`config.mk`:
```
export PLATFORM = sky130hd
export DESIGN_NAME = cdt_timer
export DESIGN_NICKNAME = d
export VERILOG_FILES = /design/src/cdt_timer.v
export VERILOG_INCLUDE_DIRS = /design/src
export SDC_FILE = /design/constraint.sdc
export NUM_CORES = 1
export LEC_CHECK = 0
export ABC_CLOCK_PERIOD_IN_PS = 9000
export BUFFER_PORTS_ARGS = -buffer_cell sky130_fd_sc_hd__buf_2
export CAP_MARGIN = 20
export CELL_PAD_IN_SITES_DETAIL_PLACEMENT = 1
export CELL_PAD_IN_SITES_GLOBAL_PLACEMENT = 2
export CORE_ASPECT_RATIO = 0.7
export CORE_MARGIN = 5
export CORE_UTILIZATION = 30
export CTS_CLUSTER_SIZE = 10
export DETAILED_ROUTE_END_ITERATION = 8
export PLACE_DENSITY_LB_ADDON = 0.1
export SETUP_SLACK_MARGIN = 0.2
export SKIP_CTS_REPAIR_TIMING = 1
export SYNTH_ARGS = -nofsm -noshare
export SYNTH_HDL_FRONTEND = slang
export SYNTH_SLANG_ARGS = --single-unit
```
`constraint.sdc`:
```
create_clock -name core_clk -period 9 [get_ports core_clk]
set_input_delay 0 -clock core_clk [delete_from_list [all_inputs] [get_ports core_clk]]
set_output_delay 0 -clock core_clk [all_outputs]
set_load 0.02 [all_outputs]
```
`src/cdt_regs.vh`:
```
`ifndef CDT_REGS_VH
`define CDT_REGS_VH

// ****************************************
// Register byte offsets
// ****************************************
`define CDT_LOAD_OFS 12'h400
`define CDT_VALUE_OFS 12'h404
`define CDT_CTRL_OFS 12'h408
`define CDT_CLEAR_OFS 12'h40C
`define CDT_RAW_OFS 12'h410
`define CDT_MASKED_OFS 12'h414
`define CDT_RELOAD_OFS 12'h418
`define CDT_PREDIV_OFS 12'h41C
`define CDT_FREE_OFS 12'h420
`define CDT_EVSTAT_OFS 12'h424
`define CDT_EVMASK_OFS 12'h428

// ****************************************
// Control fields and reset values
// ****************************************
`define CDT_CTRL_RESET 32'h003E0020
`define CDT_CTRL_WMASK 32'h00FF03FF
`define CDT_CTRL_WIDE 1
`define CDT_CTRL_PSC_LO 2
`define CDT_CTRL_PSC_HI 3
`define CDT_CTRL_IRQEN 5
`define CDT_CTRL_TEN 7
`define CDT_CTRL_DBGSTOP 8
`define CDT_CTRL_FREN 9
`define CDT_CTRL_FRPSC_LO 16
`define CDT_CTRL_FRPSC_HI 23
`define CDT_PREDIV_RESET 10'h07D
`define CDT_PSC_DIV16 2'h1
`define CDT_PSC_DIV256 2'h2
`define CDT_NARROW_MASK 32'h0000FFFF

// ****************************************
// Bus responses and event bits
// ****************************************
`define CDT_RESP_OKAY 2'h0
`define CDT_RESP_SLVERR 2'h2
`define CDT_EV_EXPIRE 0
`define CDT_EV_FRWRAP 1

`endif

```
`src/cdt_timer.v`:
```
`timescale 1ns/1ps
`include "cdt_regs.vh"

module cdt_timer
#(
	// Arbitrary signature value
	parameter [31:0] SIGNATURE = 32'h5A5A0001
)
(
	input wire core_clk,
	input wire nrst,
	input wire [11:0] s_axi_awaddr,
	input wire s_axi_awvalid,
	output reg s_axi_awready,
	input wire [31:0] s_axi_wdata,
	input wire [3:0] s_axi_wstrb,
	input wire s_axi_wvalid,
	output reg s_axi_wready,
	output reg [1:0] s_axi_bresp,
	output reg s_axi_bvalid,
	input wire s_axi_bready,
	input wire [11:0] s_axi_araddr,
	input wire s_axi_arvalid,
	output reg s_axi_arready,
	output reg [31:0] s_axi_rdata,
	output reg [1:0] s_axi_rresp,
	output reg s_axi_rvalid,
	input wire s_axi_rready,
	input wire debugHalt,
	output reg timerIrq,
	output reg eventIrq
);

	// ****************************************
	// Helpers
	// ****************************************
	function mapped;
		input [11:0] addr;
		begin
			mapped = (addr[1:0] == 2'h0) && (addr >= `CDT_LOAD_OFS) &&
				(addr <= `CDT_EVMASK_OFS);
		end
	endfunction

	function [31:0] merge;
		input [31:0] old;
		input [31:0] data;
		input [3:0] strb;
		integer i;
		begin
			merge = old;
			for (i = 0; i < 4; i = i + 1)
				if (strb[i])
					merge[i*8 +: 8] = data[i*8 +: 8];
		end
	endfunction

	// Count limited to the selected width
	function [31:0] fit;
		input [31:0] v;
		input wide;
		begin
			fit = wide ? v : (v & `CDT_NARROW_MASK);
		end
	endfunction

	// ****************************************
	// State
	// ****************************************
	reg awHeld;
	reg wHeld;
	reg [11:0] wAddr;
	reg [31:0] wData;
	reg [3:0] wStrb;
	reg [31:0] ctrl;
	reg [31:0] loadVal;
	reg [31:0] count;
	reg [9:0] preDiv;
	reg [9:0] preCnt;
	reg [7:0] scaleCnt;
	reg [7:0] frDivCnt;
	reg [31:0] freeCnt;
	reg pending;
	reg [1:0] evStat;
	reg [1:0] evMask;

	wire doWrite;
	wire running;
	wire tick;
	wire [1:0] psc;
	reg scaledTick;
	wire timerStep;
	wire expire;
	wire frStep;
	wire frWrap;
	wire wrLoad;
	wire wrReload;
	wire wrClear;
	wire [31:0] newData;
	wire wideSel;
	wire [31:0] preDivMerged;

	assign doWrite = awHeld && wHeld && !s_axi_bvalid;
	assign running = !(ctrl[`CDT_CTRL_DBGSTOP] && debugHalt);
	// pre-divider tick
	// At or above, so a lowered divider never waits for a wrap
	assign tick = running && (preCnt >= preDiv);
	assign psc = ctrl[`CDT_CTRL_PSC_HI:`CDT_CTRL_PSC_LO];
	assign wideSel = ctrl[`CDT_CTRL_WIDE];

	always @*
	begin
		case (psc)
			`CDT_PSC_DIV16: scaledTick = tick && (scaleCnt[3:0] == 4'hF);
			`CDT_PSC_DIV256: scaledTick = tick && (scaleCnt == 8'hFF);
			// codes 00 and 11 divide by one
			default: scaledTick = tick;
		endcase
	end

	assign timerStep = scaledTick && ctrl[`CDT_CTRL_TEN];
	assign expire = timerStep && (fit(count, wideSel) == 32'h00000000);
	assign frStep = running && ctrl[`CDT_CTRL_FREN] &&
		(frDivCnt >= ctrl[`CDT_CTRL_FRPSC_HI:`CDT_CTRL_FRPSC_LO]);
	assign frWrap = frStep && (freeCnt == 32'hFFFFFFFF);
	assign wrLoad = doWrite && (wAddr == `CDT_LOAD_OFS);
	assign wrReload = doWrite && (wAddr == `CDT_RELOAD_OFS);
	assign wrClear = doWrite && (wAddr == `CDT_CLEAR_OFS);
	assign newData = merge(loadVal, wData, wStrb);
	assign preDivMerged = merge({22'h000000, preDiv}, wData, wStrb);

	// ****************************************
	// Write channel
	// ****************************************
	always @(posedge core_clk or negedge nrst)
	begin
		if (!nrst)
		begin
			awHeld <= 1'b0;
			wHeld <= 1'b0;
			wAddr <= 12'h000;
			wData <= 32'h00000000;
			wStrb <= 4'h0;
			s_axi_awready <= 1'b1;
			s_axi_wready <= 1'b1;
			s_axi_bvalid <= 1'b0;
			s_axi_bresp <= `CDT_RESP_OKAY;
		end
		else
		begin
			if (s_axi_awvalid && s_axi_awready)
			begin
				awHeld <= 1'b1;
				wAddr <= s_axi_awaddr;
				s_axi_awready <= 1'b0;
			end
			if (s_axi_wvalid && s_axi_wready)
			begin
				wHeld <= 1'b1;
				wData <= s_axi_wdata;
				wStrb <= s_axi_wstrb;
				s_axi_wready <= 1'b0;
			end
			if (doWrite)
			begin
				awHeld <= 1'b0;
				wHeld <= 1'b0;
				s_axi_bvalid <= 1'b1;
				s_axi_bresp <= mapped(wAddr) ? `CDT_RESP_OKAY :
					`CDT_RESP_SLVERR;
			end
			if (s_axi_bvalid && s_axi_bready)
			begin
				s_axi_bvalid <= 1'b0;
				s_axi_awready <= 1'b1;
				s_axi_wready <= 1'b1;
			end
		end
	end

	// ****************************************
	// Registers and counters
	// ****************************************
	always @(posedge core_clk or negedge nrst)
	begin
		if (!nrst)
		begin
			ctrl <= `CDT_CTRL_RESET;
			loadVal <= 32'h00000000;
			count <= 32'h00000000;
			preDiv <= `CDT_PREDIV_RESET;
			preCnt <= 10'h000;
			scaleCnt <= 8'h00;
			frDivCnt <= 8'h00;
			freeCnt <= 32'h00000000;
			pending <= 1'b0;
			evStat <= 2'h0;
			evMask <= 2'h0;
			timerIrq <= 1'b0;
			eventIrq <= 1'b0;
		end
		else
		begin
			if (running)
				preCnt <= tick ? 10'h000 : preCnt + 10'h001;
			if (tick)
				scaleCnt <= scaleCnt + 8'h01;
			if (running && ctrl[`CDT_CTRL_FREN])
				frDivCnt <= frStep ? 8'h00 : frDivCnt + 8'h01;
			if (frStep)
				freeCnt <= freeCnt + 32'h00000001;
			if (wrLoad)
				count <= fit(newData, wideSel);
			else if (expire)
				count <= fit(loadVal, wideSel);
			else if (timerStep)
				count <= fit(count - 32'h00000001, wideSel);
			if (wrLoad || wrReload)
				loadVal <= fit(newData, wideSel);
			if (expire)
				pending <= 1'b1;
			else if (wrClear)
				pending <= 1'b0;
			// bits 9:0 and 23:16 only stored
			if (doWrite && wAddr == `CDT_CTRL_OFS)
				ctrl <= merge(ctrl, wData, wStrb) & `CDT_CTRL_WMASK;
			if (doWrite && wAddr == `CDT_PREDIV_OFS)
				preDiv <= preDivMerged[9:0];
			if (doWrite && wAddr == `CDT_EVMASK_OFS)
				evMask <= wData[1:0];
			if (doWrite && wAddr == `CDT_EVSTAT_OFS)
				evStat <= (evStat & ~wData[1:0]) | {frWrap, expire};
			else
				evStat <= evStat | {frWrap, expire};
			timerIrq <= pending && ctrl[`CDT_CTRL_IRQEN];
			eventIrq <= |(evStat & evMask);
		end
	end

	// ****************************************
	// Read channel
	// ****************************************
	always @(posedge core_clk or negedge nrst)
	begin
		if (!nrst)
		begin
			s_axi_arready <= 1'b1;
			s_axi_rvalid <= 1'b0;
			s_axi_rdata <= 32'h00000000;
			s_axi_rresp <= `CDT_RESP_OKAY;
		end
		else if (s_axi_arvalid && s_axi_arready)
		begin
			s_axi_arready <= 1'b0;
			s_axi_rvalid <= 1'b1;
			s_axi_rresp <= mapped(s_axi_araddr) ? `CDT_RESP_OKAY :
				`CDT_RESP_SLVERR;
			case (s_axi_araddr)
				`CDT_LOAD_OFS: s_axi_rdata <= loadVal;
				`CDT_VALUE_OFS: s_axi_rdata <= fit(count, wideSel);
				`CDT_CTRL_OFS: s_axi_rdata <= ctrl;
				`CDT_CLEAR_OFS: s_axi_rdata <= SIGNATURE;
				`CDT_RAW_OFS: s_axi_rdata <= {31'h00000000, pending};
				`CDT_MASKED_OFS: s_axi_rdata <= {31'h00000000,
					pending && ctrl[`CDT_CTRL_IRQEN]};
				`CDT_RELOAD_OFS: s_axi_rdata <= loadVal;
				`CDT_PREDIV_OFS: s_axi_rdata <= {22'h000000, preDiv};
				`CDT_FREE_OFS: s_axi_rdata <= freeCnt;
				`CDT_EVSTAT_OFS: s_axi_rdata <= {30'h00000000, evStat};
				`CDT_EVMASK_OFS: s_axi_rdata <= {30'h00000000, evMask};
				default: s_axi_rdata <= 32'h00000000;
			endcase
		end
		else if (s_axi_rvalid && s_axi_rready)
		begin
			s_axi_rvalid <= 1'b0;
			s_axi_arready <= 1'b1;
		end
	end

endmodule

```
Word-level counts from Yosys, hierarchy flattened
Index checks and enable logic that the tools add are counted.
Word-level totals
  memories kept: 0
  logic and storage cells: 151
  output and inout bits: 43
  bits in writable memories: 0
  bits in registers: 248
  ROM bits: 0
  latch bits: 0
  input bits: 68
Cells by class
  multiply operators: 0
  shifts and indexed selects: 0
  div/mod/pow operators: 0
  multiplexer cells: 34
  reduce and logical (&&, ||, !) cells: 49
  bitwise logic cells: 5
  add/sub/neg operators: 5
  equal/unequal tests: 23
  $lt $le $gt $ge: 6
Operators with widths (number)
  $pmux W32 S10: 1
  $mux W32: 7
  $eq A12 B11 Y1 const B: 18
  $mux W8: 5
  $add A32 B1 Y32 const B: 1
  $eq A32 B32 Y1 const B: 1
  $logic_not A32 Y1: 1
  $sub A32 B1 Y32 const B: 1
  $logic_and A1 B1 Y1: 28
  $ge A12 B11 Y1 const B: 2
  $le A12 B11 Y1 const B: 2
  $add A8 B1 Y8 const B: 2
  $mux W1: 16
  $reduce_bool A2 Y1: 7
  $add A10 B1 Y10 const B: 1
  $ge A10 B10 Y1: 1
  $mux W10: 1
  $reduce_and A2 Y1: 5
  $eq A8 B8 Y1 const B: 1
  $ge A8 B8 Y1: 1
  $mux W2: 3
  $and A2 B2 Y2: 2
  $eq A4 B4 Y1 const B: 1
  $logic_not A2 Y1: 2
  other kinds (9): 12

Longest topological paths before layout
  word-level depth: 9
  mapped depth: 11

Worst setup path after synthesis
No wires, ideal clock.
  kind: flip-flop to flip-flop
  start: reg count[19]
  end: reg count[29]
  arrival: 2.712 ns
  library setup time: 0.124 ns
  stages on the path, launching flop included: 9
  path slack: 6.164 ns
  clock period less this slack: 2.836 ns
  cells stage by stage: dfrtp_1 > or4_4 > or3_1 > or4_1 > buf_2 > or4_4 > xor2_1 > nor2_1 > a211o_1
On the way
  cells in the longest elaborated chain, start to end: 5
RTL lines
  start: declaration: RTL line cdt_timer.v:77  | reg [31:0] count;
  start signal: assignment: RTL line cdt_timer.v:213  | count <= fit(newData, wideSel);
  start signal: assignment: RTL line cdt_timer.v:215  | count <= fit(loadVal, wideSel);
  start signal: assignment: RTL line cdt_timer.v:217  | count <= fit(count - 32'h00000001, wideSel);
  $sub A32 B1 Y32 / $mux W32 (equally long branches): RTL line cdt_timer.v:217, cdt_timer.v:63
  $mux W32 / $logic_not A32 Y1 (equally long branches): RTL line cdt_timer.v:63, cdt_timer.v:122
  $mux W32 / $logic_and A1 B1 Y1 (equally long branches): RTL line cdt_timer.v:216, cdt_timer.v:122
  $mux W32: RTL line cdt_timer.v:214  | else if (expire)
  $mux W32: RTL line cdt_timer.v:212  | if (wrLoad)
Parallel ways exist; a longest one is shown, timed or not. The select of a mux whose other input is x is not followed.
A chain may end at the register's enable or synchronous reset.

Final worst setup path
  start: reg count[25]
  end: reg count[23]
On the way
  cells in the longest elaborated chain, start to end: 5
RTL lines
  $mux W32 (*): RTL line cdt_timer.v:63  | fit = wide ? v : (v & `CDT_NARROW_MASK);
  $logic_not A32 Y1 (*): RTL line cdt_timer.v:122  | assign expire = timerStep && (fit(count, wideSel) == 32'h00000000);
  $logic_and A1 B1 Y1 (*): RTL line cdt_timer.v:122
  $mux W32: RTL line cdt_timer.v:214
  $mux W32: RTL line cdt_timer.v:212
Mark *: on every way between the ends. The rest lies on a longest branch, timed or not.

==> out/qor.yml <==
run_status:
  status: "finished, final reports clean"
timing:
  setup_viol: 0
  finalCriticalPeriod_ns: 3.84
  hold_ws_ns: 0.00253
  hold_violations: 0
  slew_headroom: 0.303
  finalClockSkew_ns: 0.0131
  clock.fmax_mhz: 260
  slew_viol_final: 0
  setup_tns_ns: 0
  finalCritPeriodShare: 0.427
  worstMarginPinSlew_ns: 1.04
  finalWorstSetupSlack_ns: 5.16
  rsz0062_at_grt: "no"
global_routing:
  grt.met1_usage: 0.287
  antenna_found_initial: 0
  grt_pass1_wl_mm: 66.4
  overflow: 0
  grt_max_degree: 83
  grt_pass1_vias: 10400
  grtUsageMet2: 0.273
  grtUsageTotal: 0.183
  grt.met3_usage: 0.0239
  top_usage_layer: "met1"
finish:
  layout_common_cells: "231 x dfrtp_1, 127 x nand2_1, 107 x buf_2"
  final.fill_count: 4656
  design_area_um2: 15200
  syn_to_final_growth_pct: 20.3
  layout.cells.most_common: "dfrtp_1"
  nets: 1477
  post-route-util: 0.368
  antenna_cells: 0
  drive_gt1_frac: 0.210
yosys:
  ys_seq_area_frac: 0.489
  syn_inst: 1228
  avgSynthCellArea_um2: 10.3
  synth-edff-count: 0
  synthFlopType: "dfrtp_1"
  yosysWarnings: 0
  synth_cell_types: 72
  synth_seq_cells: 246
  synthArstFlopShare: 1.00
  netlist_area_um2: 12600
route:
  ant_nets: 0
  dr.pass1.iters: 5
  drt_iter0_markers: 590
  wl_per_cell_um: 22.2
  vias_per_cell: 5.26
  wirelength_mm: 43.3
  vias: 10200
  drt_drc_violations_left: 0
worst_setup_path:
  max_stage_delay_ns: 1.02
  endpoint_kind: "register"
  crit_fanout: 37
  path_cells: "or4_4 -> or4_4 -> o41ai_2 -> nand2_2 -> nor4b_4 -> nand2_1 -> o211ai_1"
  crit_required_ns: 9.47
  path_class: "register to register"
  slowest_stage: "nor4b_4"
  worstPathArrival_ns: 4.31
  crit_buf_inv: 0
  critPathLaunchType: "register"
  crit_path_frequent_cell: "or4_4"
  cp_top_family: "simple AND/OR/NAND/NOR gates"
pwr:
  vdd.ir_drop.worst_mv: 0.135
  power_density_nw_per_um2: 202
  power_frac_comb: 0.157
  clkPwrFrac: 0.353
  p_sw_frac: 0.300
  p_int_mw: 2.14
  p_leak_nw: 6.46
  seqPwrFrac: 0.491
  p_sw_mw: 0.919
floorplan:
  coreArea_um2: 41300
  start_util: 0.306
  die_w_um: 255
  pin_count: 111
  chipHeight_um: 182
  dieArea_um2: 46300
  rows: 62
cts:
  cts.path.max_buffers: 3
  cts_root_buffer: "clkbuf_16"
  cts_sinks: 246
  cts_inserted_buffers: 29
  clk_latency_ns: 0.57
  tritoncts: "done"
  h-tree-depth: 1
  clkTransAtPathRegs_ns: 0.06
placement:
  place.gp.congestion: 0.781
  portBuffers: 108
  place_area_um2: 13800
  dp_hpwl_mm: 30.6
  dp_slack_ns: 5.08
job:
  max_cap_viol_count: 0
worst_hold_path:
  hold_class: "input pin to register"
## final timing paths
check	start	to	slack (ns)	cells after the start
min in group asynchronous	nrst	wAddr[11]$_DFFE_PN0P_	0.01	2
hold reg to reg	s_axi_rdata[18]$_DFFE_PN0P_	s_axi_rdata[18]$_DFFE_PN0P_	0.47	1
max in group asynchronous	nrst	s_axi_rdata[26]$_DFFE_PN0P_	7.62	3
hold / removal	s_axi_araddr[10]	s_axi_rresp[1]$_DFFE_PN0P_	0.003	4
setup reg to reg	count[25]$_DFFE_PN0P_	count[23]$_DFFE_PN0P_	5.16	7
setup / recovery	count[25]$_DFFE_PN0P_	count[23]$_DFFE_PN0P_	5.16	7
## power by group through the flow
stage	sequential, mW	combinational (mW)	clock (mW)
2_1_floorplan	1.41	0.369	0
3_3_place_gp	1.52	0.456	0
3_5_place_dp	1.52	0.464	0
4_1_cts	1.51	0.466	1.12
5_1_grt	1.53	0.532	1.16
6_report	1.50	0.479	1.08
## flip-flops by register name, indices dropped and copies added (netlist names), 2 cells and up
name,count
count,32
ctrl,18
evMask,2
evStat,2
frDivCnt,8
freeCnt,32
loadVal,32
preCnt,10
preDiv,10
s_axi_rdata,32
scaleCnt,8
wAddr,12
wData,32
wStrb,4
## kinds of logic after synthesis
family / synth area share
simple gates: 0.158
flops: 0.489
xor+xnor: 0.0506
fa+ha+maj: 0.0248
buf+inv: 0.0315
other cells: 0.000297
mux: 0.0981
compound gates: 0.147
## through the flow
| step | instances | power (mW) |
|---|---|---|
| global route | 1947 | 3.23 |
| floorplan | 1229 | 1.78 |
| finish | 1947 | 3.06 |
| detailed placement | 1839 | 1.99 |
| global placement | 1837 | 1.98 |
| CTS | 1889 | 3.10 |
## layout make-up
cell class              instances  area (µm²)  area share
multi-input cells             883        6080       0.400
well taps                     544         681      0.0448
clock inverters                 2        13.8    0.000906
repair buffers                185        1280      0.0844
clock buffers                  48         807      0.0531
inverters                      39         146     0.00964
flip-flops and latches        246        6170       0.407
## worst reg2reg max path, delay by kind of cell (launching register included)
family           cells  cell delay [ns]
AO/OA/AOI/OAI        2             0.57
flip-flops           1             0.43
AND/OR/NAND/NOR      5             2.72
## per-layer routing
layer	routed length, µm	part of all wire
met5	0	0
met3	1390	0.032
met1	22200	0.51
met4	791	0.018
met2	18900	0.44
## synth_stat cells, types with 5 or more instances
library cell  count  area share
nor4_1           11      0.0055
nor2_1           78       0.023
or2_2             7      0.0035
dfstp_2          15       0.031
and3_1           20      0.0099
mux2_2           94       0.084
nand3_1          40       0.016
or4_1             8      0.0048
a222oi_1         14       0.011
mux2i_1          18       0.014
a211oi_1          6      0.0036
buf_2             6      0.0024
a21o_1            8      0.0048
a211o_1          12      0.0083
nand2b_1          7      0.0035
or3_1             6      0.0030
clkbuf_1         46       0.014
o211ai_1         10      0.0059
nand4_1          26       0.013
buf_1             5      0.0015
and2_1           11      0.0055
o21ai_0          81       0.032
xnor2_1          54       0.037
inv_1            38       0.011
a31oi_1           6      0.0030
ha_1             25       0.025
nand2_1         128       0.038
a22oi_1           8      0.0048
dfrtp_1         231        0.46
nor2b_1          19      0.0094
a221oi_1         18       0.012
nor3_1           14      0.0056
xor2_1           19       0.013
o2bb2ai_1        19       0.013
a21oi_1          56       0.022
Note: power is estimated with default switching activity, not from simulation.
